File: src/asp_params.svh
// Register offsets, field positions and reset values of the serial port.
// Assumes a 12-bit APB byte address and 32-bit data.
`ifndef ASP_PARAMS_SVH
`define ASP_PARAMS_SVH

////////////////////////////////////////////////////////////////////////
`define ASP_OFS_CTRL 12'h000
`define ASP_OFS_DATA 12'h004
`define ASP_OFS_PWR 12'h008
`define ASP_OFS_BGEN 12'h00C
`define ASP_OFS_RELOAD 12'h010

////////////////////////////////////////////////////////////////////////
`define ASP_CTRL_RXDONE_BIT 0
`define ASP_CTRL_TXDONE_BIT 1
`define ASP_CTRL_RXNINTH_BIT 2
`define ASP_CTRL_TXNINTH_BIT 3
`define ASP_CTRL_RXEN_BIT 4
`define ASP_CTRL_MODELO_BIT 6
`define ASP_CTRL_MODEHI_BIT 7
`define ASP_CTRL_FERR_BIT 8
`define ASP_PWR_FCHK_BIT 6
`define ASP_PWR_DOUBLE_BIT 7
`define ASP_BGEN_SPEED_BIT 1
`define ASP_BGEN_RXSRC_BIT 2
`define ASP_BGEN_TXSRC_BIT 3
`define ASP_BGEN_RUN_BIT 4

////////////////////////////////////////////////////////////////////////
`define ASP_RELOAD_RST 8'h00
`define ASP_PRESCALE_DEF 6
`define ASP_TICKS_PER_BIT 16
`define ASP_TICK_LAST 4'hF
`define ASP_START_MID 4'h7

`endif

File: src/asp_pkg.sv
// Types shared by the serial port modules.
// Assumes asp_params.svh for all numeric constants.
package asp_pkg;

	typedef enum logic [1:0] {
		ASP_IDLE,
		ASP_START,
		ASP_DATA,
		ASP_STOP
	} asp_phase_e;

	typedef struct packed {
		logic modeHi;
		logic modeLo;
		logic rxEnable;
		logic txNinthBit;
		logic rxNinthBit;
		logic txCompleteFlag;
		logic rxCompleteFlag;
		logic framingErrorFlag;
		logic baudDoubleBit;
		logic framingCheckEnable;
		logic baudGenRunBit;
		logic txBaudSourceSel;
		logic rxBaudSourceSel;
		logic baudSpeedBit;
		logic [7:0] baudReloadValue;
		logic [7:0] rxData;
		logic [31:0] rdData;
		logic slvErr;
		logic [1:0] rxSync;
		logic rxPrev;
		logic txHalf;
		logic rxHalf;
		asp_phase_e txPhase;
		logic [3:0] txTick;
		logic [3:0] txBits;
		logic [8:0] txShift;
		logic txLine;
		asp_phase_e rxPhase;
		logic [3:0] rxTick;
		logic [3:0] rxBits;
		logic [8:0] rxShift;
	} asp_port_s;

endpackage

File: src/asp_serial_port.sv
// Asynchronous serial port, modes 1 to 3, with APB register access.
// Assumes timer1Ovf is a one-cycle pulse from a timer on core_clk and
// serialRxIn is an asynchronous pin.
//
// The address map and the APB register port were decided locally.
`timescale 1ns/1ns
`include "asp_params.svh"

// Overview of operation
// - Transmit and receive run fully independently
// - Mode 1: start, eight data, one stop
// - Mode 1 stop bit lands in ninth flag
// - Modes 2/3: start, eight LSB-first, ninth, stop
// - Transmit ninth bit sent as ninth data
// - Received ninth bit stored in ninth flag
// - Data buffer write starts a frame
// - Falling receive edge starts capture when enabled
// - Framing check only while its enable set
// - Missing stop bit sets framing error
// - Framing error sticks until software clears
// - With check on, receive done at stop
// - Separate baud source selects per direction
// - Internal rate: double, speed, reload formula
// - Generator: 8-bit reload, optional divide by PRESCALE (six by default)
// - Timer overflow gives tick, doubling doubles
module asp_serial_port
	import asp_pkg::*;
#(
	parameter int PRESCALE = `ASP_PRESCALE_DEF
) (
	input wire logic core_clk,
	input wire logic sys_rst,
	input wire logic psel,
	input wire logic penable,
	input wire logic pwrite,
	input wire logic [11:0] paddr,
	input wire logic [31:0] pwdata,
	output logic [31:0] prdata,
	output logic pready,
	output logic pslverr,
	input wire logic timer1Ovf,
	input wire logic serialRxIn,
	output logic serialTxOut
);

	if (PRESCALE < 2) begin : g_badParam
		$error("asp_serial_port: PRESCALE must be at least 2");
	end

	asp_port_s s_q;
	asp_port_s s_d;
	logic genOvf;
	logic setupPhase;
	logic accessWr;
	logic ctrlWr;
	logic dataWr;
	logic asyncMode;
	logic txSrcTick;
	logic rxSrcTick;
	logic txTick16;
	logic rxTick16;
	logic rxFall;
	logic rxLevel;

	function automatic logic [7:0] rxByte(input logic [8:0] sh,
		input logic nine);
		rxByte = nine ? sh[7:0] : sh[8:1];
	endfunction

	////////////////////////////////////////////////////////////////////
	asp_baud_gen #(
		.CNT_W(8),
		.PRESCALE(PRESCALE)
	) u_baudGen (
		.core_clk(core_clk),
		.sys_rst(sys_rst),
		.runBit(s_q.baudGenRunBit),
		.speedBit(s_q.baudSpeedBit),
		.reloadValue(s_q.baudReloadValue),
		.ovfTick(genOvf)
	);

	assign setupPhase = psel && !penable;
	assign accessWr = psel && penable && pwrite;
	assign ctrlWr = accessWr && (paddr == `ASP_OFS_CTRL);
	assign dataWr = accessWr && (paddr == `ASP_OFS_DATA);
	assign asyncMode = s_q.modeHi || s_q.modeLo;

	// Each direction picks its own source
	assign txSrcTick = s_q.txBaudSourceSel ? genOvf : timer1Ovf;
	assign rxSrcTick = s_q.rxBaudSourceSel ? genOvf : timer1Ovf;
	// Sixteen ticks per bit; without doubling every other overflow
	assign txTick16 = txSrcTick && (s_q.baudDoubleBit || s_q.txHalf);
	assign rxTick16 = rxSrcTick && (s_q.baudDoubleBit || s_q.rxHalf);
	assign rxLevel = s_q.rxSync[1];
	assign rxFall = s_q.rxPrev && !rxLevel;

	////////////////////////////////////////////////////////////////////
	always_comb begin
		logic [3:0] lastBit;
		logic [8:0] shNew;
		lastBit = 4'h0;
		shNew = 9'h000;
		s_d = s_q;
		s_d.rxSync = {s_q.rxSync[0], serialRxIn};
		s_d.rxPrev = rxLevel;
		s_d.slvErr = 1'b0;
		if (setupPhase) begin
			s_d.rdData = 32'h0000_0000;
			case (paddr)
			`ASP_OFS_CTRL: begin
				s_d.rdData[`ASP_CTRL_RXDONE_BIT] = s_q.rxCompleteFlag;
				s_d.rdData[`ASP_CTRL_TXDONE_BIT] = s_q.txCompleteFlag;
				s_d.rdData[`ASP_CTRL_RXNINTH_BIT] = s_q.rxNinthBit;
				s_d.rdData[`ASP_CTRL_TXNINTH_BIT] = s_q.txNinthBit;
				s_d.rdData[`ASP_CTRL_RXEN_BIT] = s_q.rxEnable;
				s_d.rdData[`ASP_CTRL_MODELO_BIT] = s_q.modeLo;
				s_d.rdData[`ASP_CTRL_MODEHI_BIT] = s_q.modeHi;
				s_d.rdData[`ASP_CTRL_FERR_BIT] = s_q.framingErrorFlag;
			end
			`ASP_OFS_DATA: s_d.rdData[7:0] = s_q.rxData;
			`ASP_OFS_PWR: begin
				s_d.rdData[`ASP_PWR_FCHK_BIT] = s_q.framingCheckEnable;
				s_d.rdData[`ASP_PWR_DOUBLE_BIT] = s_q.baudDoubleBit;
			end
			`ASP_OFS_BGEN: begin
				s_d.rdData[`ASP_BGEN_SPEED_BIT] = s_q.baudSpeedBit;
				s_d.rdData[`ASP_BGEN_RXSRC_BIT] = s_q.rxBaudSourceSel;
				s_d.rdData[`ASP_BGEN_TXSRC_BIT] = s_q.txBaudSourceSel;
				s_d.rdData[`ASP_BGEN_RUN_BIT] = s_q.baudGenRunBit;
			end
			`ASP_OFS_RELOAD: s_d.rdData[7:0] = s_q.baudReloadValue;
			default: s_d.slvErr = 1'b1;
			endcase
		end

		// Software writes first so hardware sets below win a tie
		if (ctrlWr) begin
			s_d.rxCompleteFlag = pwdata[`ASP_CTRL_RXDONE_BIT];
			s_d.txCompleteFlag = pwdata[`ASP_CTRL_TXDONE_BIT];
			s_d.rxNinthBit = pwdata[`ASP_CTRL_RXNINTH_BIT];
			s_d.txNinthBit = pwdata[`ASP_CTRL_TXNINTH_BIT];
			s_d.rxEnable = pwdata[`ASP_CTRL_RXEN_BIT];
			s_d.modeLo = pwdata[`ASP_CTRL_MODELO_BIT];
			s_d.modeHi = pwdata[`ASP_CTRL_MODEHI_BIT];
			s_d.framingErrorFlag = pwdata[`ASP_CTRL_FERR_BIT];
		end
		if (accessWr && paddr == `ASP_OFS_PWR) begin
			s_d.framingCheckEnable = pwdata[`ASP_PWR_FCHK_BIT];
			s_d.baudDoubleBit = pwdata[`ASP_PWR_DOUBLE_BIT];
		end
		if (accessWr && paddr == `ASP_OFS_BGEN) begin
			s_d.baudSpeedBit = pwdata[`ASP_BGEN_SPEED_BIT];
			s_d.rxBaudSourceSel = pwdata[`ASP_BGEN_RXSRC_BIT];
			s_d.txBaudSourceSel = pwdata[`ASP_BGEN_TXSRC_BIT];
			s_d.baudGenRunBit = pwdata[`ASP_BGEN_RUN_BIT];
		end
		if (accessWr && paddr == `ASP_OFS_RELOAD) begin
			s_d.baudReloadValue = pwdata[7:0];
		end

		if (txSrcTick) begin
			s_d.txHalf = !s_q.txHalf;
		end
		if (rxSrcTick) begin
			s_d.rxHalf = !s_q.rxHalf;
		end

		// Transmitter; a write while busy is dropped
		lastBit = s_q.modeHi ? 4'h8 : 4'h7;
		if (dataWr && s_q.txPhase == ASP_IDLE && asyncMode) begin
			s_d.txShift = {s_q.txNinthBit, pwdata[7:0]};
			s_d.txPhase = ASP_START;
			s_d.txTick = 4'h0;
			s_d.txBits = 4'h0;
		end else if (txTick16 && s_q.txPhase != ASP_IDLE) begin
			s_d.txTick = 4'(s_q.txTick + 4'h1);
			if (s_q.txTick == `ASP_TICK_LAST) begin
				case (s_q.txPhase)
				ASP_START: s_d.txPhase = ASP_DATA;
				ASP_DATA: begin
					s_d.txShift = {1'b1, s_q.txShift[8:1]};
					s_d.txBits = 4'(s_q.txBits + 4'h1);
					if (s_q.txBits == lastBit) begin
						s_d.txPhase = ASP_STOP;
					end
				end
				ASP_STOP: begin
					s_d.txPhase = ASP_IDLE;
					s_d.txCompleteFlag = 1'b1;
				end
				default: s_d.txPhase = ASP_IDLE;
				endcase
			end
		end
		case (s_d.txPhase)
		ASP_START: s_d.txLine = 1'b0;
		ASP_DATA: s_d.txLine = s_d.txShift[0];
		default: s_d.txLine = 1'b1;
		endcase

		// Receiver, sampling each bit at its middle tick
		shNew = {rxLevel, s_q.rxShift[8:1]};
		if (s_q.rxPhase == ASP_IDLE) begin
			if (rxFall && s_q.rxEnable && asyncMode) begin
				s_d.rxPhase = ASP_START;
				s_d.rxTick = 4'h0;
				s_d.rxBits = 4'h0;
			end
		end else if (rxTick16) begin
			s_d.rxTick = 4'(s_q.rxTick + 4'h1);
			case (s_q.rxPhase)
			ASP_START: begin
				// A glitch that is high again at mid-bit is no start
				if (s_q.rxTick == `ASP_START_MID) begin
					s_d.rxTick = 4'h0;
					s_d.rxPhase = rxLevel ? ASP_IDLE : ASP_DATA;
				end
			end
			ASP_DATA: begin
				if (s_q.rxTick == `ASP_TICK_LAST) begin
					s_d.rxShift = shNew;
					s_d.rxBits = 4'(s_q.rxBits + 4'h1);
					if (s_q.rxBits == lastBit) begin
						s_d.rxPhase = ASP_STOP;
						if (!s_q.framingCheckEnable) begin
							s_d.rxData = rxByte(shNew, s_q.modeHi);
							s_d.rxCompleteFlag = 1'b1;
							if (s_q.modeHi) begin
								s_d.rxNinthBit = shNew[8];
							end
						end
					end
				end
			end
			ASP_STOP: begin
				if (s_q.rxTick == `ASP_TICK_LAST) begin
					s_d.rxPhase = ASP_IDLE;
					if (!s_q.modeHi) begin
						s_d.rxNinthBit = rxLevel;
					end
					if (s_q.framingCheckEnable) begin
						s_d.rxData = rxByte(s_q.rxShift, s_q.modeHi);
						s_d.rxCompleteFlag = 1'b1;
						if (s_q.modeHi) begin
							s_d.rxNinthBit = s_q.rxShift[8];
						end
						if (!rxLevel) begin
							s_d.framingErrorFlag = 1'b1;
						end
					end
				end
			end
			default: s_d.rxPhase = ASP_IDLE;
			endcase
		end
	end

	always_ff @(posedge core_clk) begin
		if (sys_rst) begin
			s_q <= '0;
			s_q.baudReloadValue <= `ASP_RELOAD_RST;
			s_q.rxSync <= 2'b11;
			s_q.rxPrev <= 1'b1;
			s_q.txLine <= 1'b1;
		end else begin
			s_q <= s_d;
		end
	end

	assign prdata = s_q.rdData;
	assign pslverr = s_q.slvErr && psel && penable;
	assign pready = psel && penable;
	assign serialTxOut = s_q.txLine;

	////////////////////////////////////////////////////////////////////
	property p_idleHigh;
		@(posedge core_clk) disable iff (sys_rst)
		s_q.txPhase == ASP_IDLE |-> serialTxOut;
	endproperty
	a_idleHigh: assert property (p_idleHigh)
		else $error("transmit line low while idle");

	property p_writeStarts;
		@(posedge core_clk) disable iff (sys_rst)
		dataWr && s_q.txPhase == ASP_IDLE && asyncMode
			|=> s_q.txPhase == ASP_START && !serialTxOut;
	endproperty
	a_writeStarts: assert property (p_writeStarts)
		else $error("buffer write did not start a frame");

	property p_ninthLoaded;
		@(posedge core_clk) disable iff (sys_rst)
		dataWr && s_q.txPhase == ASP_IDLE && asyncMode
			|=> s_q.txShift[8] == $past(s_q.txNinthBit);
	endproperty
	a_ninthLoaded: assert property (p_ninthLoaded)
		else $error("ninth transmit bit not loaded");

	property p_doneAfterStop;
		@(posedge core_clk) disable iff (sys_rst)
		s_q.txPhase == ASP_STOP && txTick16 && s_q.txTick == `ASP_TICK_LAST
			|=> s_q.txCompleteFlag && s_q.txPhase == ASP_IDLE;
	endproperty
	a_doneAfterStop: assert property (p_doneAfterStop)
		else $error("transmit done flag missing after stop");

	property p_rxStart;
		@(posedge core_clk) disable iff (sys_rst)
		s_q.rxPhase == ASP_IDLE && rxFall && s_q.rxEnable && asyncMode
			|=> s_q.rxPhase == ASP_START;
	endproperty
	a_rxStart: assert property (p_rxStart)
		else $error("falling edge did not start reception");

	property p_stopToNinth;
		@(posedge core_clk) disable iff (sys_rst)
		s_q.rxPhase == ASP_STOP && rxTick16 && !s_q.modeHi
			&& s_q.rxTick == `ASP_TICK_LAST
			|=> s_q.rxNinthBit == $past(rxLevel);
	endproperty
	a_stopToNinth: assert property (p_stopToNinth)
		else $error("stop bit not kept in ninth flag");

	property p_errSticky;
		@(posedge core_clk) disable iff (sys_rst)
		s_q.framingErrorFlag && !ctrlWr |=> s_q.framingErrorFlag;
	endproperty
	a_errSticky: assert property (p_errSticky)
		else $error("framing error cleared without software");

	property p_errNeedsCheck;
		@(posedge core_clk) disable iff (sys_rst)
		!s_q.framingErrorFlag && !ctrlWr && !s_q.framingCheckEnable
			|=> !s_q.framingErrorFlag;
	endproperty
	a_errNeedsCheck: assert property (p_errNeedsCheck)
		else $error("framing error set while check disabled");

	property p_badStop;
		@(posedge core_clk) disable iff (sys_rst)
		s_q.rxPhase == ASP_STOP && rxTick16 && s_q.framingCheckEnable
			&& s_q.rxTick == `ASP_TICK_LAST && !rxLevel
			|=> s_q.framingErrorFlag && s_q.rxCompleteFlag;
	endproperty
	a_badStop: assert property (p_badStop)
		else $error("bad stop bit not flagged");

	property p_doneAtStop;
		@(posedge core_clk) disable iff (sys_rst)
		s_q.framingCheckEnable && s_q.rxPhase == ASP_DATA && !ctrlWr
			&& !s_q.rxCompleteFlag |=> !s_q.rxCompleteFlag;
	endproperty
	a_doneAtStop: assert property (p_doneAtStop)
		else $error("receive done raised before stop bit");

endmodule

File: src/asp_baud_gen.sv
// Internal auto-reload baud generator: one overflow pulse per wrap.
// Assumes run, speed and reload come from registers on core_clk.
`timescale 1ns/1ns
`include "asp_params.svh"
module asp_baud_gen
	import asp_pkg::*;
#(
	parameter int CNT_W = 8,
	parameter int PRESCALE = `ASP_PRESCALE_DEF
) (
	input wire logic core_clk,
	input wire logic sys_rst,
	input wire logic runBit,
	input wire logic speedBit,
	input wire logic [CNT_W-1:0] reloadValue,
	output logic ovfTick
);

	localparam int PW = $clog2(PRESCALE);

	if (CNT_W < 2 || PRESCALE < 2) begin : g_badParam
		$error("asp_baud_gen: CNT_W and PRESCALE must be at least 2");
	end

	typedef struct packed {
		logic [PW-1:0] pre;
		logic [CNT_W-1:0] cnt;
		logic ovf;
	} asp_bgen_s;

	asp_bgen_s s_q;
	asp_bgen_s s_d;
	logic step;

	////////////////////////////////////////////////////////////////////
	always_comb begin
		s_d = s_q;
		s_d.ovf = 1'b0;
		step = 1'b0;
		if (runBit) begin
			// Slow mode divides the peripheral clock first
			step = speedBit || (s_q.pre == PW'(PRESCALE - 1));
			if (speedBit || step) begin
				s_d.pre = '0;
			end else begin
				s_d.pre = PW'(s_q.pre + 1'b1);
			end
			if (step) begin
				if (s_q.cnt == '1) begin
					s_d.cnt = reloadValue;
					s_d.ovf = 1'b1;
				end else begin
					s_d.cnt = CNT_W'(s_q.cnt + 1'b1);
				end
			end
		end else begin
			s_d.pre = '0;
		end
	end

	always_ff @(posedge core_clk) begin
		if (sys_rst) begin
			s_q <= '0;
		end else begin
			s_q <= s_d;
		end
	end

	assign ovfTick = s_q.ovf;

	////////////////////////////////////////////////////////////////////
	property p_reloadAfterOvf;
		@(posedge core_clk) disable iff (sys_rst)
		ovfTick && $stable(reloadValue) |-> s_q.cnt == reloadValue;
	endproperty
	a_reloadAfterOvf: assert property (p_reloadAfterOvf)
		else $error("counter not reloaded at overflow");

	property p_haltWhenStopped;
		@(posedge core_clk) disable iff (sys_rst)
		!runBit ##1 !runBit |-> !ovfTick && $stable(s_q.cnt);
	endproperty
	a_haltWhenStopped: assert property (p_haltWhenStopped)
		else $error("generator moved while stopped");

endmodule

File: config.mk
export PLATFORM = sky130hd
export DESIGN_NAME = asp_serial_port
export DESIGN_NICKNAME = d
export VERILOG_FILES = /design/src/asp_pkg.sv /design/src/asp_serial_port.sv /design/src/asp_baud_gen.sv
export VERILOG_INCLUDE_DIRS = /design/src /design/src/src
export SDC_FILE = /design/constraint.sdc
export NUM_CORES = 1
export LEC_CHECK = 0
export BUFFER_PORTS_ARGS = -buffer_cell sky130_fd_sc_hd__buf_2
export CAP_MARGIN = 20
export CORE_UTILIZATION = 60
export DETAILED_ROUTE_END_ITERATION = 6
export HOLD_SLACK_MARGIN = 0.03
export PLACE_DENSITY = 0.85
export SYNTH_ARGS = -nofsm -noshare
export SYNTH_HDL_FRONTEND = slang
export SYNTH_SLANG_ARGS = --single-unit
export TNS_END_PERCENT = 30
File: constraint.sdc
create_clock -name core_clk -period 6.4 [get_ports core_clk]
set_input_delay 1.28 -clock core_clk [delete_from_list [all_inputs] [get_ports core_clk]]
set_output_delay 1.28 -clock core_clk [all_outputs]
set_load 0.1 [all_outputs]
# Word-level counts from Yosys, hierarchy flattened
# Cells that the tools add are included.
# classes
addsub	6
n_eq_ne	29
mux	65
bitwise_logic	4
reduce_logical	51
# op_table
op	n
8-bit 2-to-1 mux	8
19-bit 2-to-1 mux	3
13-bit 2-to-1 mux	4
12-bit by 4-bit == test with 1-bit output (second input constant)	2
1-bit 2-to-1 mux	24
10-bit 2-to-1 mux	2
2-bit 2-to-1 mux	10
1-bit logical AND	18
4-bit by 1-bit adder with 4-bit output (second input constant)	4
4-bit one-hot mux with 4 select lines	1
8-bit one-hot mux with 2 select lines	1
2-bit nonzero test	8
12-bit by 3-bit == test with 1-bit output (second input constant)	1
12-bit by 5-bit == test with 1-bit output (second input constant)	1
12-bit logical NOT	1
4-bit 2-to-1 mux	3
3-bit inequality test (second input constant)	4
2-bit == test (second input constant)	5
2-bit inequality test (second input constant)	5
8-bit by 1-bit adder with 8-bit output (second input constant)	1
4-bit == test	2
4-bit == test (second input constant)	2
8-bit == test (second input constant)	1
1-bit one-hot mux with 2 select lines	4
22 further kinds	40
# totals
reg_bits	96
input_bits	51
out_inout_bits	35
wordCells	190

# Depth between registers and ports, before layout
# logic_depth
ltp_word	11
mapped_depth	10
ltp_nobuf	8

# By module
# Synthesis repeated with hierarchy kept, for this count alone.
# unflattened
cells_unflattened	586
area_unflattened_um2	5127.4
# by_module_without_submodules
mod	n_inst	cells_each	area_each_um2	seq_area_each_um2
asp_serial_port	1	513	4491.8	1681.6
asp_baud_gen	1	73	635.6	240.2

# Worst setup path after synthesis
# OpenSTA, ideal clock, no wires.
# synth_path
path_kind	input port to output port
start	input psel
end	output pslverr
arrival_time_ns	2.054
t_required_ns	5.120
path_slack_ns	3.066
path_stages	1
path_buffers	0
path_cell_list	and3_1
# synth_between
elab_chain_cells	2
# synth_rtl
item	line	rtl
start: declaration	asp_serial_port.sv:33	input wire logic psel,
1-bit logical AND (2 in series)	asp_serial_port.sv:272	assign pslverr = s_q.slvErr && psel && penable;
end: declaration	asp_serial_port.sv:40	output logic pslverr,
# Every way passes these cells.

# Final worst setup path
# Ends and elaborated chain as after synthesis.

==> metrics.json <==
{
  "worst_ep_required_time": {"value": 5120, "unit": "ps"},
  "effective_utilization_at_floorplan": {"value": 62.9, "unit": "%"},
  "slew_headroom": {"value": 42.3, "unit": "%"},
  "cp_cell_sequence": {"value": "buf_2 > and3_1 > buf_2"},
  "post-cts-setup-buffers": {"value": 0},
  "synth_area_leader_cell": {"value": "sky130_fd_sc_hd__dfxtp_1"},
  "clkTransAtPathRegs": {"value": 90, "unit": "ps"},
  "numCtsBuffers": {"value": 9},
  "place.detailed.hpwl": {"value": 7.28, "unit": "mm"},
  "cpMaxStageDelayCell": {"value": "sky130_fd_sc_hd__buf_2"},
  "path_buf_inv": {"value": 2},
  "path_common_cell": {"value": "sky130_fd_sc_hd__buf_2"},
  "path_delay_family": {"value": "buffers and inverters"},
  "dieWidth": {"value": 92.5, "unit": "µm"},
  "crit-reg2reg-launch": {"value": "s_q[37]$_SDFF_PP0_"},
  "grt_overflow": {"value": 0},
  "postSynthAreaPerCell": {"value": 8.59, "unit": "µm²"},
  "fin_clk_skew": {"value": 12.9, "unit": "ps"},
  "r2r_depth": {"value": 9},
  "num-nets-final": {"value": 649},
  "min-delay-path-class": {"value": "reg2reg"},
  "gp_routability_congestion": {"value": 0.832},
  "finalSetupTns": {"value": 0, "unit": "ps"},
  "clock_latency": {"value": 360, "unit": "ps"},
  "leakage_power_summed_over_all_cells": {"value": 0.00193, "unit": "µW"},
  "drt_pre_antenna_iters": {"value": 6},
  "max_cap_violations": {"value": 0},
  "synthTopCellsByCount": {"value": "96 x sky130_fd_sc_hd__dfxtp_1, 72 x sky130_fd_sc_hd__nor2_1, 61 x sky130_fd_sc_hd__nand2_1"},
  "antenna_found_initial": {"value": 0},
  "grt_first_pass_wirelength": {"value": 17.2, "unit": "mm"},
  "diodes": {"value": 0},
  "finalWirelength": {"value": 10.3, "unit": "mm"},
  "synth.distinct_cells": {"value": 61},
  "post_drt_wl_per_cell": {"value": 14.9, "unit": "µm"},
  "final_design_area_no_fill": {"value": 0.00517, "unit": "mm²"},
  "final_layout_size_suffix_gt1_share": {"value": 13.4, "unit": "%"},
  "via_count": {"value": 4048},
  "timing.critical_path.from": {"value": "psel"},
  "proportion_of_synthesized_flip_flops_having_asynchronous_set_or_reset": {"value": 0, "unit": "%"},
  "gr-usage-all-layers": {"value": 25.2, "unit": "%"},
  "fp.coreArea": {"value": 0.00781, "unit": "mm²"},
  "cts-hold-fix-buffers": {"value": 0},
  "yosys_warnings": {"value": 0},
  "setup_repair_after_global_routing_missed_its_margin": {"value": "no"},
  "most_numerous_cell_in_the_yosys_netlist": {"value": "sky130_fd_sc_hd__dfxtp_1"},
  "synthesis.instances": {"value": 572},
  "worstPathMaxFanout": {"value": 6},
  "standard_cell_area_after_detailed_placement": {"value": 0.00497, "unit": "mm²"},
  "detail_route.iter0.violations": {"value": 245},
  "result_of_the_run": {"value": "finished, final reports clean"},
  "vias_per_cell": {"value": 5.86},
  "final_worst_path_cycle_share": {"value": 50.8, "unit": "%"},
  "met2_length": {"value": 4.87, "unit": "mm"},
  "grt_pass1_vias": {"value": 3750},
  "synth_seq_cells": {"value": 96},
  "final-hold-violation-count": {"value": 0},
  "grt_start_max_net_pins": {"value": 87},
  "worst-path-stages": {"value": 3},
  "wl_met1": {"value": 4.64, "unit": "mm"},
  "buffer_ports.inserted": {"value": 39},
  "synth_sequential_area_ratio": {"value": 39.1, "unit": "%"},
  "area_growth": {"value": 5.20, "unit": "%"},
  "post-route-drc-count": {"value": 0},
  "die-area": {"value": 0.00855, "unit": "mm²"},
  "powerDensity": {"value": 213, "unit": "mW/mm²"},
  "utilization_after_layout": {"value": 66.2, "unit": "%"},
  "pin_count": {"value": 86},
  "yosys_most_used_dff": {"value": "sky130_fd_sc_hd__dfxtp_1"},
  "timing.fmax": {"value": 0.308, "unit": "GHz"},
  "final_antenna_net_count": {"value": 0},
  "report.final.slew_viol_count": {"value": 0},
  "worst_ep_arrival_time": {"value": 1970, "unit": "ps"},
  "max-vdd-ir-drop": {"value": 128, "unit": "µV"},
  "tritoncts": {"value": "yes"},
  "ys_top_cells_by_area": {"value": "sky130_fd_sc_hd__dfxtp_1 39%, sky130_fd_sc_hd__mux2i_1 9.2%, sky130_fd_sc_hd__nor2_1 5.5%"},
  "crit_path_start_kind": {"value": "input port"},
  "timing.setup.critical_path_class": {"value": "in2out"},
  "ff2ff_setup_slack": {"value": 3930, "unit": "ps"},
  "critPathCapture": {"value": "pslverr"},
  "post_cts_resize_count": {"value": 0},
  "place_worst_setup_slack": {"value": 3020, "unit": "ps"},
  "cts_root_buffer": {"value": "sky130_fd_sc_hd__clkbuf_8"},
  "placementRows": {"value": 32},
  "met3WireLength": {"value": 540, "unit": "µm"},
  "finalSetupViolations": {"value": 0},
  "cts-htree-levels": {"value": 3},
  "timing.final.ws_setup": {"value": 3150, "unit": "ps"},
  "clockBufferDepth": {"value": 2},
  "cts_num_sinks": {"value": 96},
  "slowest_delay": {"value": 420, "unit": "ps"},
  "worstMarginPinSlew": {"value": 866, "unit": "ps"},
  "fin_crit": {"value": 3250, "unit": "ps"},
  "dr.max_layer_used": {"value": "met4"},
  "synthesis.area": {"value": 0.00491, "unit": "mm²"},
  "crit-reg2reg-capture": {"value": "serialTxOut$_SDFF_PP1_"},
  "die-height": {"value": 92.5, "unit": "µm"},
  "share_of_the_synthesized_area_in_the_top_cell_type": {"value": 39.1, "unit": "%"},
  "worst_setup_path_end_kind": {"value": "primary output"},
  "synth-edff-count": {"value": 0}
}
==> worst register-to-register path, delay by kind of cell (launching register included) <==
kind                       cells  cell delay, ps
DFF                            1             380
AOI/OAI and AO/OA              4             950
adders and majority gates      1             230
buffers and inverters          2             370
and+or+nand+nor                2             440
==> per-layer routing <==
metal | GRT usage [%] | vias to the layer above
met1 | 32.4 | 1911
met5 | 0 | -
li1 | - | 1983
met4 | 9.38 | 0
met3 | 4.68 | 21
met2 | 41.9 | 133
==> sequential cells by signal, summed over array words and instances (netlist names) <==
| name | count |
|---|---|
| prdata | 9 |
| rxLevel | 1 |
| s_d | 1 |
| s_q | 72 |
| serialTxOut | 1 |
| u_baudGen.ovfTick | 1 |
| u_baudGen.s_q | 11 |
==> kinds of logic (layout without fill, tap and decap cells) <==
logic type,count (synthesis),count (layout),share of synthesized area [%]
adder cells (fa/ha/maj),15,15,3.77
XOR/XNOR,11,11,1.96
buffers and inverters,69,64,7.95
multiplexers,51,51,10.5
flip-flops,96,96,39.1
AND/OR/NAND/NOR,226,226,23.0
AO/OA/AOI/OAI,103,103,13.6
other,1,23,0.0764
==> layout make-up <==
type | count | area (µm²)
tap | 102 | 128
timing repair buffer | 41 | 210
fill | 650 | 2640
multi-input combinational | 429 | 2680
inverter | 7 | 26.3
clock inverter | 4 | 33.8
clock buffer | 12 | 165
sequential | 96 | 1920
==> power by group <==
group / leakage, µW / total (µW) / switching, µW / internal (µW)
sequential: 0.000774 / 602 / 2.05 / 600
clock: 0.000100 / 393 / 216 / 178
combinational: 0.00105 / 108 / 93.5 / 14.1
==> cells in the final DEF (no fill, tap or decap), drive strengths merged, types with 3 or more instances in the layout <==
cell,count
a211oi,5
a21oi,35
a221o,4
a22o,4
a22oi,8
a311oi,3
a31oi,8
and2,7
and3,7
and4,3
buf,41
clkbuf,12
conb,23
dfxtp,96
ha,14
inv,10
mux2,6
mux2i,45
nand2,61
nand2b,3
nand3,18
nand4,5
nor2,73
nor2b,4
nor3,18
nor3b,3
nor4b,3
o21a,3
o21ai,19
or2,6
or3,6
xnor2,3
xor2,8
==> stage by stage <==
step,cells,hold slack (ps),total power (µW)
floorplan,594,389,716
CTS,691,418,1100
detailed placement,675,397,723
finish,691,416,1100
global placement,675,392,721
global route,691,441,1140
==> how the worst min path moves through the flow <==
stage	start	end	slack [ps]	cells past startpoint
2_1_floorplan	s_d[43]$_SDFF_PP1_	rxLevel$_SDFF_PP1_	390	1
3_5_place_dp	s_d[43]$_SDFF_PP1_	rxLevel$_SDFF_PP1_	400	1
6_report	s_d[43]$_SDFF_PP1_	rxLevel$_SDFF_PP1_	420	1
4_1_cts	s_d[43]$_SDFF_PP1_	rxLevel$_SDFF_PP1_	420	1
5_1_grt	s_d[43]$_SDFF_PP1_	rxLevel$_SDFF_PP1_	440	1
3_3_place_gp	s_d[43]$_SDFF_PP1_	rxLevel$_SDFF_PP1_	390	1
Power figures use the tool's default switching activity.
